[config.mk]
export PLATFORM = sky130hd
export DESIGN_NAME = adc_serial_readout_chain
export DESIGN_NICKNAME = d
export VERILOG_FILES = /design/src/rtl/adc_serial_readout_chain.v /design/src/rtl/sample_fifo.v
export VERILOG_INCLUDE_DIRS = /design/src /design/src/rtl
export SDC_FILE = /design/constraint.sdc
export NUM_CORES = 1
export LEC_CHECK = 0
export BUFFER_PORTS_ARGS = -buffer_cell sky130_fd_sc_hd__buf_2
export CAP_MARGIN = 20
export CORE_UTILIZATION = 32
export CTS_BUF_LIST = sky130_fd_sc_hd__clkbuf_16
export DETAILED_ROUTE_END_ITERATION = 7
export PLACE_DENSITY_LB_ADDON = 0.1
export RECOVER_POWER = 100
export SETUP_SLACK_MARGIN = 0.5
export SLEW_MARGIN = 15
export SYNTH_ARGS = -nofsm -noshare
export SYNTH_HDL_FRONTEND = slang
export SYNTH_SLANG_ARGS = --single-unit
[constraint.sdc]
create_clock -name clock -period 7 [get_ports clock]
set_clock_uncertainty 0.15 [all_clocks]
set_input_delay 0.7 -clock clock [delete_from_list [all_inputs] [get_ports clock]]
set_output_delay 0.7 -clock clock [all_outputs]
set_load 0.05 [all_outputs]
[src/rtl/adc_readout_defs.vh]
`ifndef ADC_READOUT_DEFS_VH
`define ADC_READOUT_DEFS_VH

// System clock rate and conversion window, times in nanoseconds
`define ADC_CLOCK_MHZ 25
`define ADC_CONV_MIN_NS 500
`define ADC_CONV_MAX_NS 2200

// Least time rounds up, longest time rounds down, never below one cycle
`define ADC_CONV_MIN_RAW ((`ADC_CONV_MIN_NS * `ADC_CLOCK_MHZ + 999) / 1000)
`define ADC_CONV_MAX_RAW ((`ADC_CONV_MAX_NS * `ADC_CLOCK_MHZ) / 1000)
`define ADC_CONV_MIN_CYCLES ((`ADC_CONV_MIN_RAW < 1) ? 1 : `ADC_CONV_MIN_RAW)
`define ADC_CONV_MAX_CYCLES ((`ADC_CONV_MAX_RAW < 1) ? 1 : `ADC_CONV_MAX_RAW)

// Result layout
`define ADC_RESULT_BITS 16
`define ADC_BUSY_READ_BITS 17
`define ADC_FIFO_DEPTH 8

`endif

[src/rtl/adc_serial_readout_chain.v]
`timescale 1ns/1ps
`include "adc_readout_defs.vh"
module adc_serial_readout_chain #(
  parameter DATA_WIDTH = `ADC_RESULT_BITS,
  parameter FIFO_DEPTH = `ADC_FIFO_DEPTH,
  parameter CONV_MIN_CYCLES = `ADC_CONV_MIN_CYCLES,
  parameter CONV_MAX_CYCLES = `ADC_CONV_MAX_CYCLES,
  parameter CONV_CYCLES = `ADC_CONV_MAX_CYCLES,
  parameter FAR_END = 1
)
(
  input wire clock,
  input wire rst,
  input wire conversionTrigger,
  input wire serialClock,
  input wire serialDataIn,
  input wire [DATA_WIDTH-1:0] sampleData,
  input wire sampleValid,
  output wire sampleReady,
  output reg serialDataOut,
  output reg serialDataOutEn,
  output reg powerDown,
  output reg converting
);

  ////////////////////////////////////////////////////////////////////////////
  // States and derived constants

  localparam [5:0] ST_IDLE = 6'h01;
  localparam [5:0] ST_CONV = 6'h02;
  localparam [5:0] ST_WAIT = 6'h04;
  localparam [5:0] ST_SHIFT = 6'h08;
  localparam [5:0] ST_CHAIN = 6'h10;
  localparam [5:0] ST_HOLD = 6'h20;

  // Conversion length is kept inside the documented window
  localparam CONV_LEN = (CONV_CYCLES < CONV_MIN_CYCLES) ? CONV_MIN_CYCLES :
                        (CONV_CYCLES > CONV_MAX_CYCLES) ? CONV_MAX_CYCLES : CONV_CYCLES;
  localparam CNT_BITS = 16;
  localparam [CNT_BITS-1:0] CONV_LAST = CONV_LEN - 1;
  localparam [5:0] BITS_PLAIN = `ADC_RESULT_BITS;
  localparam [5:0] BITS_BUSY = `ADC_BUSY_READ_BITS;

  ////////////////////////////////////////////////////////////////////////////
  // Pin synchronisers and edge detection

  reg cnvMeta;
  reg cnvSync;
  reg cnvLast;
  reg sckMeta;
  reg sckSync;
  reg sckLast;
  reg sdiMeta;
  reg sdiSync;
  reg sdiLast;
  wire cnvRise;
  wire sckFall;
  wire sdiRise;

  always @(posedge clock)
  begin
    if (rst)
    begin
      cnvMeta <= 1'b0;
      cnvSync <= 1'b0;
      cnvLast <= 1'b0;
      sckMeta <= 1'b0;
      sckSync <= 1'b0;
      sckLast <= 1'b0;
      // Data input rests high: resetting low would drive the pin and fake a rise
      sdiMeta <= 1'b1;
      sdiSync <= 1'b1;
      sdiLast <= 1'b1;
    end
    else
    begin
      cnvMeta <= conversionTrigger;
      cnvSync <= cnvMeta;
      cnvLast <= cnvSync;
      sckMeta <= serialClock;
      sckSync <= sckMeta;
      sckLast <= sckSync;
      sdiMeta <= serialDataIn;
      sdiSync <= sdiMeta;
      sdiLast <= sdiSync;
    end
  end

  assign cnvRise = cnvSync && !cnvLast;
  assign sckFall = sckLast && !sckSync;
  assign sdiRise = sdiSync && !sdiLast;

  ////////////////////////////////////////////////////////////////////////////
  // Sample buffer standing in for the converter core

  wire [DATA_WIDTH-1:0] fifoData;
  wire fifoValid;
  wire convDone;

  sample_fifo #(
    .WIDTH(DATA_WIDTH),
    .DEPTH(FIFO_DEPTH),
    .PTR_BITS($clog2(FIFO_DEPTH))
  ) resultBuffer (
    .clock(clock),
    .rst(rst),
    .inData(sampleData),
    .inValid(sampleValid),
    .inReady(sampleReady),
    .outData(fifoData),
    .outValid(fifoValid),
    .outReady(convDone)
  );

  ////////////////////////////////////////////////////////////////////////////
  // Mode, conversion counter and readout shifter

  reg [5:0] state;
  reg selectMode;
  reg busyEnable;
  reg startPending;
  reg [CNT_BITS-1:0] convCount;
  reg [5:0] bitCount;
  reg [DATA_WIDTH:0] shiftReg;
  wire [DATA_WIDTH-1:0] result;
  wire shiftIn;
  wire [5:0] releaseCount;
  wire busyAtEnd;

  assign convDone = state[1] && (convCount == CONV_LAST);
  assign result = fifoValid ? fifoData : {DATA_WIDTH{1'b0}};
  // chain passes the data input through
  assign shiftIn = selectMode ? 1'b0 : sdiSync;
  assign releaseCount = busyEnable ? BITS_BUSY : BITS_PLAIN;
  assign busyAtEnd = !cnvSync || !sdiSync;

  always @(posedge clock)
  begin
    if (rst)
    begin
      state <= ST_IDLE;
      selectMode <= 1'b1;
      busyEnable <= 1'b0;
      startPending <= 1'b0;
      convCount <= {CNT_BITS{1'b0}};
      bitCount <= 6'h00;
      shiftReg <= {(DATA_WIDTH+1){1'b0}};
    end
    else
    begin
      case (state)
        ST_IDLE:
        begin
          if (cnvRise)
          begin
            selectMode <= sdiSync;
            // clock low selects chain without busy
            // clock high selects chain with busy
            busyEnable <= !sdiSync && sckSync;
            convCount <= {CNT_BITS{1'b0}};
            state <= ST_CONV;
          end
        end
        ST_CONV:
        begin
          convCount <= convCount + 1'b1;
          if (convDone)
          begin
            bitCount <= 6'h00;
            if (selectMode)
            begin
              busyEnable <= busyAtEnd;
              // low start bit ahead of the data
              if (busyAtEnd)
              begin
                shiftReg <= {1'b0, result};
                startPending <= 1'b1;
                state <= ST_SHIFT;
              end
              else
              begin
                shiftReg <= {result, 1'b0};
                startPending <= 1'b0;
                state <= ST_WAIT;
              end
            end
            else
            begin
              // high start bit in busy chain
              shiftReg <= busyEnable ? {1'b1, result} : {result, 1'b0};
              startPending <= busyEnable;
              state <= ST_CHAIN;
            end
          end
        end
        ST_WAIT:
        begin
          if (!sdiSync)
            state <= ST_SHIFT;
          else if (!cnvSync)
            state <= ST_IDLE;
        end
        ST_SHIFT:
        begin
          // release on the rise as well
          if (sdiRise)
            state <= ST_HOLD;
          else if (sckFall)
          begin
            // falling edge shifts the next bit
            shiftReg <= {shiftReg[DATA_WIDTH-1:0], 1'b0};
            startPending <= 1'b0;
            bitCount <= bitCount + 1'b1;
            if (bitCount + 1'b1 == releaseCount)
              state <= ST_HOLD;
          end
        end
        ST_CHAIN:
        begin
          if (!cnvSync)
            state <= ST_IDLE;
          else if (sckFall)
          begin
            startPending <= 1'b0;
            // data input enters below the output window
            if (startPending)
              shiftReg <= {shiftReg[DATA_WIDTH-1:0], 1'b0};
            else
              shiftReg <= {shiftReg[DATA_WIDTH-1:1], shiftIn, 1'b0};
          end
        end
        ST_HOLD:
        begin
          if (!cnvSync)
            state <= ST_IDLE;
        end
        default:
          state <= ST_IDLE;
      endcase
    end
  end

  ////////////////////////////////////////////////////////////////////////////
  // Output pin and power state, all registered

  reg next_out;
  reg next_outEn;

  // bit only changes on falling edges, so it holds across the rising edge
  always @*
  begin
    next_out = 1'b0;
    next_outEn = 1'b0;
    case (state)
      ST_SHIFT:
      begin
        next_out = shiftReg[DATA_WIDTH];
        next_outEn = 1'b1;
      end
      ST_CHAIN:
      begin
        // head goes high at once when FAR_END is set, otherwise only once upstream is done too
        if (startPending)
          next_out = (FAR_END != 0) || sdiSync;
        else
          next_out = shiftReg[DATA_WIDTH];
        next_outEn = 1'b1;
      end
      ST_CONV:
      begin
        // released while converting in select mode
        next_outEn = !selectMode;
      end
      default:
      begin
        next_out = 1'b0;
        next_outEn = 1'b0;
      end
    endcase
    // both low drive the line low, outside an active readout
    if (!cnvSync && !sdiSync && !state[3] && !state[4])
    begin
      next_out = 1'b0;
      next_outEn = 1'b1;
    end
  end

  always @(posedge clock)
  begin
    if (rst)
    begin
      serialDataOut <= 1'b0;
      serialDataOutEn <= 1'b0;
      powerDown <= 1'b1;
      converting <= 1'b0;
    end
    else
    begin
      serialDataOut <= next_out;
      serialDataOutEn <= next_outEn;
      powerDown <= !(state[1] && !convDone) && !(state[0] && cnvRise);
      converting <= (state[1] && !convDone) || (state[0] && cnvRise);
    end
  end

endmodule

[src/rtl/sample_fifo.v]
`timescale 1ns/1ps
module sample_fifo #(
  parameter WIDTH = 16,
  parameter DEPTH = 8,
  parameter PTR_BITS = 3
)
(
  input wire clock,
  input wire rst,
  input wire [WIDTH-1:0] inData,
  input wire inValid,
  output reg inReady,
  output wire [WIDTH-1:0] outData,
  output reg outValid,
  input wire outReady
);

  reg [WIDTH-1:0] mem [0:DEPTH-1];
  reg [PTR_BITS-1:0] wrPtr;
  reg [PTR_BITS-1:0] rdPtr;
  reg [PTR_BITS:0] count;
  wire doWrite;
  wire doRead;
  reg [PTR_BITS:0] next_count;

  assign doWrite = inValid && inReady;
  assign doRead = outValid && outReady;
  assign outData = mem[rdPtr];

  always @*
  begin
    next_count = count;
    if (doWrite && !doRead)
      next_count = count + 1'b1;
    else if (doRead && !doWrite)
      next_count = count - 1'b1;
  end

  // Flags are registered so the ready seen by the source never glitches
  always @(posedge clock)
  begin
    if (rst)
    begin
      wrPtr <= {PTR_BITS{1'b0}};
      rdPtr <= {PTR_BITS{1'b0}};
      count <= {(PTR_BITS+1){1'b0}};
      inReady <= 1'b0;
      outValid <= 1'b0;
    end
    else
    begin
      if (doWrite)
      begin
        mem[wrPtr] <= inData;
        wrPtr <= (wrPtr == DEPTH - 1) ? {PTR_BITS{1'b0}} : wrPtr + 1'b1;
      end
      if (doRead)
        rdPtr <= (rdPtr == DEPTH - 1) ? {PTR_BITS{1'b0}} : rdPtr + 1'b1;
      count <= next_count;
      inReady <= (next_count < DEPTH);
      outValid <= (next_count != {(PTR_BITS+1){1'b0}});
    end
  end

endmodule

==> results of run 1 <==
## worst max path at each step
stage / slack, ns / from / depth (start not counted) / to
detailed placement: 3.99 / convCount[0] / 8 / shiftReg[0]
floorplan: 4.01 / resultBuffer.inReady / 3 / resultBuffer.mem[0][0]
finish: 2.82 / rst / 6 / resultBuffer.mem[7][6]
global route: 2.45 / rst / 6 / resultBuffer.mem[7][6]
global placement: 4.09 / convCount[0] / 8 / shiftReg[0]
CTS: 3.97 / convCount[0] / 8 / shiftReg[0]
## cell type report
class | count | area (um2)
Clock buffer | 24 | 601
Multi-Input combinational cell | 410 | 3090
Sequential cell | 204 | 5370
Inverter | 11 | 41.3
Timing Repair Buffer | 39 | 168
Tap cell | 335 | 419
Clock inverter | 20 | 124
Fill cell | 2550 | 16500
## metrics by stage
step	hold WS [ns]	power, mW	std cells
after floorplan	0.239	1.38	656
after global placement	0.256	1.41	999
after detailed placement	0.271	1.41	999
after CTS	0.213	2.57	1043
after global routing	0.219	2.62	1043
final	0.231	2.52	1043
## worst reg2reg max path, cell delays in order (launching register included)
cell	delay [ns]
dfxtp_1	0.39
nor2_1	0.52
nand3_1	0.38
o211ai_1	1.32
or4_1	0.27
a21oi_1	0.07
## cell families (layout without fill, tap and decap cells)
logic type	count (synthesis)	after routing	synth area share
and+or+nand+nor	235	235	0.146
adders and majority gates	9	9	0.0130
muxes	63	63	0.120
DFF	204	204	0.621
xor gates and xnor gates	9	9	0.00913
AOI/OAI and AO/OA	94	94	0.0703
buffers and inverters	42	94	0.0206
## synth_stat cells, drive strengths merged, types with 2 or more instances
cell	count	area, um2
mux2	14	158
nand4	12	90.1
ha	9	113
o21ai	14	70.1
nor3b	2	15.0
o211a	2	20.0
nor4	7	58.8
and2	4	26.3
nor3	31	160
xor2	8	70.1
or2	9	56.3
inv	11	41.3
nor2b	12	77.6
nand2	35	131
buf	18	86.3
nor2	65	244
a22oi	2	15.0
a311oi	2	17.5
edfxtp	128	3840
mux4	31	698
a31oi	5	31.3
or4	2	15.0
nand3b	2	15.0
a211o	2	17.5
mux2i	18	180
and3	8	51.3
nor4b	2	47.6
or3	10	62.6
clkbuf	13	50.0
nand2b	8	50.1
a21oi	33	165
dfxtp	76	1520
a221oi	2	17.5
a211oi	16	120
o211ai	7	57.6
nand3	20	100
## per-layer routing
| metal | track usage | vias up | share of wire | wire length [um] |
|---|---|---|---|---|
| met5 | 0 | - | 0.00089 | 17 |
| met4 | 0.0395 | 2 | 0.020 | 381 |
| met3 | 0.0296 | 28 | 0.035 | 657 |
| met2 | 0.234 | 68 | 0.49 | 9250 |
| met1 | 0.178 | 2700 | 0.46 | 8740 |
| li1 | - | 2575 | - | - |
## sequential cells by signal (all words and copies together) (netlist names), 3 cells and up, named ones only
name,count
resultBuffer.mem,128
convCount,16
resultBuffer.rdPtr,3
state,6
bitCount,6
resultBuffer.count,4
resultBuffer.wrPtr,3
shiftReg,17
## where the power goes
group / total [mW] / switching, mW / internal (mW) / leakage (nW)
Clock: 1.13 / 0.476 / 0.659 / 0.387
Combinational: 0.0853 / 0.0554 / 0.0300 / 0.979
Sequential: 1.30 / 0.0116 / 1.29 / 1.77
## placed cells by master, fill, tap and decap left out, types with 6 or more instances in the layout
master | netlist | layout
nor2b_1 | 11 | 11
o21ai_0 | 14 | 13
nand2_1 | 35 | 35
mux4_2 | 31 | 31
clkbuf_1 | 12 | 30
o211ai_1 | 6 | 7
nor2_1 | 65 | 65
nand4_1 | 11 | 11
nor4_1 | 6 | 6
or2_2 | 9 | 9
inv_1 | 11 | 19
or3_1 | 10 | 10
mux2_2 | 14 | 14
ha_1 | 9 | 9
dfxtp_1 | 76 | 75
a211oi_1 | 16 | 16
and3_1 | 7 | 7
nand3_1 | 20 | 20
a21oi_1 | 33 | 33
xor2_1 | 8 | 8
edfxtp_1 | 128 | 128
nor3_1 | 30 | 29
mux2i_1 | 18 | 18
clkbuf_16 | 0 | 24
nand2b_1 | 8 | 8
==> metrics, run 1 <==
status complete, but fails checks; violated checks design-rule violations, max-capacitance violations, max-slew violations; GR Overflow Total 0; worst skew pair latency 0.52 ns; Tmin final 4.18 ns; Hold Crit Class input port to flop; Peak VDD IR 168 uV; Die Ht 166 um; clock root cell clkbuf_16; Setup WS pre-CTS 3.99 ns; Cell Area, Synth 8630 um2; Post-CTS Setup Inserts 0; Final Hold Fails 0; number of synthesized flops with an enable pin 128; Core ar. 26,300 um2; Crit path largest cell delay 2.26 ns; first-pass GRT wire length 30.0 mm; largest net degree at the start of global routing 71; Ant. Diodes 0; layout cell share with drive strength beyond 1 0.151; Port Buffers 26; GRT Util Overall 0.138; worst-path cell chain buf_2 -> clkbuf_1 -> nor2_1 -> nand2_1 -> nor2_1 -> clkbuf_1; WP data required 6.90 ns; vias in the first global route 5,379; post-CTS sizing 0; crit share post-route 0.597; Setup TNS 0 ns; CP Buf/Inv Count 3; Die Width 166 um; DRC viols 3; Final nets 721; Synth Register Bits 204; Inserted Clock Buffers 24; unique cell type count in the Yosys netlist 62; Slew Limit Fails 93; Top Family by Delay on Critical Path buffers and inverters; # clock sinks 204; dpl hpwl 11.4 mm; RSZ-0062 raised after global routing false; min-delay src serialDataIn; reg2reg path depth 5; Area growth syn-to-layout 13.6%; post-route core utilization 0.373; post-detailed-route wirelength per cell 18.3 um; Peak Freq 0.239 GHz; vias per inst 5.15; slew margin rel. -1.16; CP max FO 70; global placement routability congestion 0.796; Post-Syn Nets 687; reg-to-reg endpoint shiftReg[0]; Worst Hold Endpoint sdiMeta; H-Tree Depth 1; die footprint 27,600 um2; Final setup viols 0; max cap viols 2; initial core utilization 0.329; FP Rows 59; Reg2Reg Setup Slack 3.64 ns; Post-CTS Hold Buffers 0; Worst Setup Start Kind input port; Syn Inst Count 656; finished layout cell area 9810 um2; P_leak 3.14 nW; slew at the pin closest to its max-slew limit 3.23 ns; ANT nets after route 0; crit end category flop; initial DRC count 295; Post-synth ARST share 0; worst r2r src state[5]; final worst setup slack 2.82 ns; crit path DAT 4.08 ns; clock buffer depth 3; register clock-pin slew on the reported worst setup and hold paths 0.05 ns; Seq/Total Area, Yosys 0.621; slowest CP cell clkbuf_1; Post-Syn Area per Cell 13.2 um2; pwr/cell area 257 nW/um2; placed instance area 9160 um2; CP Class input port to flop; Ports 27; final WL 19.0 mm; most common flop cell mapped by yosys edfxtp_1; vias 5,373; TritonCTS clock tree done; YS warnings 0; initial antenna violation count 1; DRT Pass-1 Iters 7; Hold Crit Depth 2
Note: power is estimated with default switching activity, not from simulation.
==> run 2, diff against run 1 <==
==> constraint.sdc (replaced) <==
create_clock -name clock -period 3.7 [get_ports clock]
set_clock_uncertainty 0.15 [all_clocks]
set_input_delay 0.37 -clock clock [delete_from_list [all_inputs] [get_ports clock]]
set_output_delay 0.37 -clock clock [all_outputs]
set_load 0.05 [all_outputs]
==> run 2 against run 1 <==
Net effect: the flow still finishes with violations (design-rule violations, max-capacitance violations, max-slew violations); register-to-register slack worse by 2.8 ns; clock power rose by 83%; setup slack got worse by 2.0 ns; flip-flop and latch count stayed put; core utilization increased by 0.72 points; power grew 87%; non-clock buffer count is 21 higher; combinational power rose by 110%; via count grew 1.2%; global-route usage up 0.40 points; die area unchanged; critical path type unchanged; largest cell class unchanged; largest power group unchanged.
==> metrics, run 2 (synthesis gave the netlist of run 1 again) <==
CP Class input port to flop (unchanged); post-route core utilization 0.380 (was 0.373); Final nets 742 (was 721); Peak Freq 0.352 GHz; commonest cells after routing, fill and taps aside 128 x edfxtp_1, 75 x dfxtp_1, 65 x nor2_1, 35 x nand2_1, 33 x a21oi_1 (unchanged); H-Tree Depth 1 (unchanged); clock buffer depth 3 (unchanged); layout cell share with drive strength beyond 1 0.148 (was 0.151); max reg flops 128 (unchanged); status complete, but fails checks (unchanged); pwr/cell area 471 nW/um2 (was 257 nW/um2); FP Rows 59 (unchanged); Die Width 166 um (unchanged); final hold slack 0.00758 ns (was 0.231 ns); final worst setup slack 0.855 ns (was 2.82 ns); P_leak 3.22 nW (was 3.14 nW); Worst Setup Start Kind input port (unchanged); Biggest register resultBuffer.mem (unchanged); vias 5,438 (was 5,373); Setup TNS 0 ns (unchanged); Final setup viols 0 (unchanged); Slew Limit Fails 65 (was 93); register clock-pin slew on the reported worst setup and hold paths 0.06 ns (was 0.05 ns); vias per inst 5.11 (was 5.15); initial antenna violation count 0 (was 1); # clock sinks 204 (unchanged); Inserted Clock Buffers 24 (unchanged); post-detailed-route wirelength per cell 18.1 um (was 18.3 um); WL met1 9.05 mm (was 8.74 mm); Filler cells 2,544 (was 2,550); RSZ-0062 raised after global routing false (unchanged); met2 wire len 9.19 mm (was 9.25 mm); CP max FO 64 (was 70); Final Hold Fails 0 (unchanged); WP data required 3.80 ns (was 6.90 ns); slowest CP cell clkbuf_1 (unchanged); Top Family by Delay on Critical Path buffers and inverters (unchanged); global placement routability congestion 0.785 (was 0.796); Top Registers resultBuffer.mem x128, shiftReg x17, convCount x16 (unchanged); first-pass GRT wire length 31.1 mm (was 30.0 mm); Die Ht 166 um (unchanged); commonest non-fill, non-tap cell in the layout edfxtp_1 (unchanged); Reg2Reg Setup Slack 0.88 ns (was 3.64 ns); Setup WS pre-CTS 0.921 ns (was 3.99 ns); Ant. Diodes 0 (unchanged); TritonCTS clock tree done (unchanged); Crit path largest cell delay 2.11 ns (was 2.26 ns); Max Used Layer met4 (was met5); Port Buffers 26 (unchanged); metal3 WL 628 um (was 657 um); Area growth syn-to-layout 15.8% (was 13.6%); crit end category flop (unchanged); GR Overflow Total 0 (unchanged); Post-CTS Setup Inserts 0 (unchanged); max cap viols 1 (was 2); largest net degree at the start of global routing 65 (was 71); ANT nets after route 0 (unchanged); initial DRC count 384 (was 295); worst-path cell chain buf_2 -> clkbuf_1 -> nor3_1 (was buf_2 -> clkbuf_1 -> nor2_1 -> nand2_1 -> nor2_1 -> clkbuf_1); dpl hpwl 11.8 mm (was 11.4 mm); vias in the first global route 5,655 (was 5,379); initial core utilization 0.329 (unchanged); GRT Util Overall 0.142 (was 0.138); slew at the pin closest to its max-slew limit 2.97 ns (was 3.23 ns); clock root cell clkbuf_16 (unchanged); DRC viols 3 (unchanged); Core ar. 26,300 um2 (unchanged); Hold Crit Class input port to flop (unchanged); violated checks design-rule violations, max-capacitance violations, max-slew violations (unchanged); final WL 19.3 mm (was 19.0 mm); Ports 27 (unchanged); Tmin final 2.84 ns; worst skew pair latency 0.51 ns (was 0.52 ns); crit share post-route 0.769; crit path DAT 2.94 ns (was 4.08 ns); die footprint 27,600 um2 (unchanged); slew margin rel. -0.983 (was -1.16); CP Buf/Inv Count 2 (was 3); Peak VDD IR 333 uV (was 168 uV); DRT Pass-1 Iters 6 (was 7)
run 2: worst register-to-register path, stage by stage (launching register included):
cell and delay, ns:
dfxtp_1 0.34, inv_1 0.14, ha_1 0.18, nor4bb_1 0.29, nand4_1 0.18, nand2_1 0.23
o211ai_2 0.41, or4_1 0.66, a21oi_1 0.15
run 2: final timing paths:
path	startpoint	to	cells after the start
max	rst	shiftReg[5]	3
min	rst	resultBuffer.wrPtr[0]	2
min reg2reg	sdiMeta	sdiSync	1
max reg2reg	convCount[0]	shiftReg[0]	8
run 2: power breakdown:
| part | internal [mW] | switching, mW |
|---|---|---|
| combinational | 0.0695 | 0.107 |
| clock | 1.17 | 0.894 |
| sequential | 2.44 | 0.0227 |
| total | 3.68 | 1.02 |
run 2: repair_timing:
action / CTS / global route
resized for setup: 0 / 0
hold buffers: 19 / 0
endpoints found under the hold margin: 131 / 0
run 2: stage by stage:
| stage | area, um2 | std cells | total power, mW |
|---|---|---|---|
| final | 10000 | 1064 | 4.71 |
| after global routing | 10000 | 1064 | 4.88 |
| after CTS | 10100 | 1064 | 4.78 |
| after detailed placement | 9180 | 1001 | 2.68 |
| after global placement | 9180 | 1001 | 2.67 |
| after floorplan | 8630 | 656 | 2.61 |
run 2: area by class of cell:
cell class                 instances  area [um2]  share of cell area
timing repair buffer              60         385              0.0385
multi-input combinational        410        3090               0.309
inverter                          11        41.3             0.00413
clock inverter                    20        95.1             0.00951
sequential                       204        5370               0.537
tap                              335         419              0.0419
clock buffer                      24         601              0.0601
run 2: metal layers:
layer  vias to the layer above  GRT usage
li1                       2617          -
met1                      2689      0.185
met2                        96      0.246
met5                         -          0
met4                         0     0.0362
met3                        36     0.0222
==> run 3, diff against run 2 <==
==> constraint.sdc (replaced) <==
create_clock -name clock -period 2.4 [get_ports clock]
set_clock_uncertainty 0.15 [all_clocks]
set_input_delay 0.24 -clock clock [delete_from_list [all_inputs] [get_ports clock]]
set_output_delay 0.24 -clock clock [all_outputs]
set_load 0.05 [all_outputs]
==> run 3 against run 2 <==
Net effect: the flow finishes with violations (design-rule violations); register-to-register slack lost 0.73 ns; non-clock buffer count grew 78; power rose by 59%; core utilization grew 4.8 points; design area increased by 13%; first-iteration DRC count decreased by 29%; cell count grew 7.1%; global-route usage rose by 0.95 points.
==> metrics, run 3 (synthesis gave the netlist of run 1 again) <==
status complete, but fails checks (unchanged); violated checks design-rule violations (was design-rule violations, max-capacitance violations, max-slew violations); Peak Freq 0.445 GHz; met3 Usage GRT 0.0243 (was 0.0222); initial core utilization 0.329 (unchanged); global placement routability congestion 0.826 (was 0.785); post-detailed-route wirelength per cell 18.7 um (was 18.1 um); initial DRC count 271 (was 384); register clock-pin slew on the reported worst setup and hold paths 0.06 ns (about the same); layout cell share with drive strength beyond 1 0.304 (was 0.148); Ports 27 (unchanged); FP Rows 59 (unchanged); met1 GRT Util 0.186 (was 0.185); final WL 21.3 mm (was 19.3 mm); vias 5,810 (was 5,438); die footprint 27,600 um2 (unchanged); largest net degree at the start of global routing 66 (was 65); Biggest register resultBuffer.mem (unchanged); commonest cells after routing, fill and taps aside 128 x edfxtp_1, 63 x dfxtp_1, 55 x nor2_1, 49 x buf_4 (was 128 x edfxtp_1, 75 x dfxtp_1, 65 x nor2_1, 35 x nand2_1, 33 x a21oi_1); post-route core utilization 0.429 (was 0.380); crit share post-route 0.936; Final Total Pwr 7.48 mW (was 4.71 mW); clock root cell clkbuf_16 (unchanged); Peak VDD IR 486 uV (was 333 uV); commonest non-fill, non-tap cell in the layout edfxtp_1 (unchanged); Core ar. 26,300 um2 (unchanged); Hold Crit Class flop to flop (was input port to flop); first-pass GRT wire length 32.8 mm (was 31.1 mm); DRT Pass-1 Iters 8 (was 6); CP Class flop to flop (was input port to flop); Top Usage Layer GRT met2 (unchanged); Post-Place Cells 1,025 (was 1,001); ANT nets after route 0 (unchanged); initial antenna violation count 0 (unchanged); Ant. Diodes 0 (unchanged); max reg flops 128 (unchanged); Tmin final 2.25 ns; crit end category flop (unchanged); Top Registers resultBuffer.mem x128, shiftReg x17, convCount x16 (unchanged); # clock sinks 204 (unchanged); TritonCTS clock tree done (unchanged); max cap viols 0 (was 1); WP data required 2.69 ns (was 3.80 ns); Die Ht 166 um (unchanged); pwr/cell area 664 nW/um2 (was 471 nW/um2); Final Hold Fails 0 (unchanged); dpl hpwl 12.3 mm (was 11.8 mm); worst skew pair latency 0.52 ns (was 0.51 ns); clock buffer depth 3 (unchanged); placed instance area 9580 um2 (was 9180 um2); slew at the pin closest to its max-slew limit 0.623 ns (was 2.97 ns); finished layout cell area 11,300 um2 (was 10000 um2); GRT Util Overall 0.152 (was 0.142); Finished Layout Cells 1,140 (was 1,064); crit path DAT 2.54 ns (was 2.94 ns); Slew Limit Fails 0 (was 65); Final nets 820 (was 742); GR Overflow Total 0 (unchanged); Die Width 166 um (unchanged); Final setup viols 0 (unchanged); vias in the first global route 6,032 (was 5,655); Area growth syn-to-layout 30.5% (was 15.8%); Inserted Clock Buffers 23 (was 24); P_leak 3.75 nW (was 3.22 nW); grt met2 use 0.273 (was 0.246); Worst Setup Start Kind flop (was input port); slew margin rel. 0.585 (was -0.983); CP max FO 5 (was 64); DRC viols 2 (was 3); Port Buffers 26 (unchanged); H-Tree Depth 1 (unchanged); vias per inst 5.10 (was 5.11); RSZ-0062 raised after global routing true (was false)
run 3: metrics by stage:
| stage | hold WS, ns | setup TNS (ns) | setup WS (ns) |
|---|---|---|---|
| final | 0.291 | 0 | 0.154 |
| after global routing | 0.315 | 0 | 0.0721 |
| after CTS | 0.288 | 0 | 0.200 |
| after detailed placement | 0.266 | -0.00688 | -0.00688 |
| after global placement | 0.270 | 0 | 0.0630 |
| after floorplan | 0.189 | 0 | 0.342 |
run 3: where the power goes:
part	switching, mW	internal, mW	leakage [nW]
sequential	0.0364	3.75	1.78
combinational	0.190	0.143	1.60
clock	1.40	1.96	0.380
total	1.62	5.85	3.75
run 3: critical path, cell delays in order, from the launching register on:
cell	delay, ns
dfxtp_1	0.35
nor4_4	0.27
buf_4	0.16
and3_1	0.17
nor4b_2	0.24
nand4_1	0.29
or3_1	0.40
a21oi_1	0.14
run 3: repair_timing:
action                                 CTS  global route
setup endpoints to repair               55            67
setup buffers                           35            11
endpoints found under the hold margin  134             0
hold buffers                            21             0
cloned                                   4             3
resized for setup                       76            45
pin swaps                               34            26
run 3: final cells by class:
type / count / area, um2
Clock inverter: 18 / 141
Clock buffer: 23 / 576
Timing Repair Buffer: 138 / 1170
Inverter: 11 / 41.3
Tap cell: 335 / 419
Fill cell: 2459 / 15000
Sequential cell: 204 / 5400
Multi-Input combinational cell: 411 / 3520
run 3: final timing paths:
kind,from,end,slack (ns),cells after the start
worst min-delay path,sdiMeta,sdiSync,0.29,1
worst min register to register,sdiMeta,sdiSync,0.29,1
worst max register to register,state[3],convCount[11],0.15,7
worst max-delay path,state[3],convCount[11],0.15,7
run 3: layer usage:
metal / routed length, um / share of wire / up-vias
li1: - / - / 2769
met1: 9370 / 0.44 / 2928
met2: 10700 / 0.50 / 76
met3: 682 / 0.032 / 37
met5: 0 / 0 / -
met4: 495 / 0.023 / 0
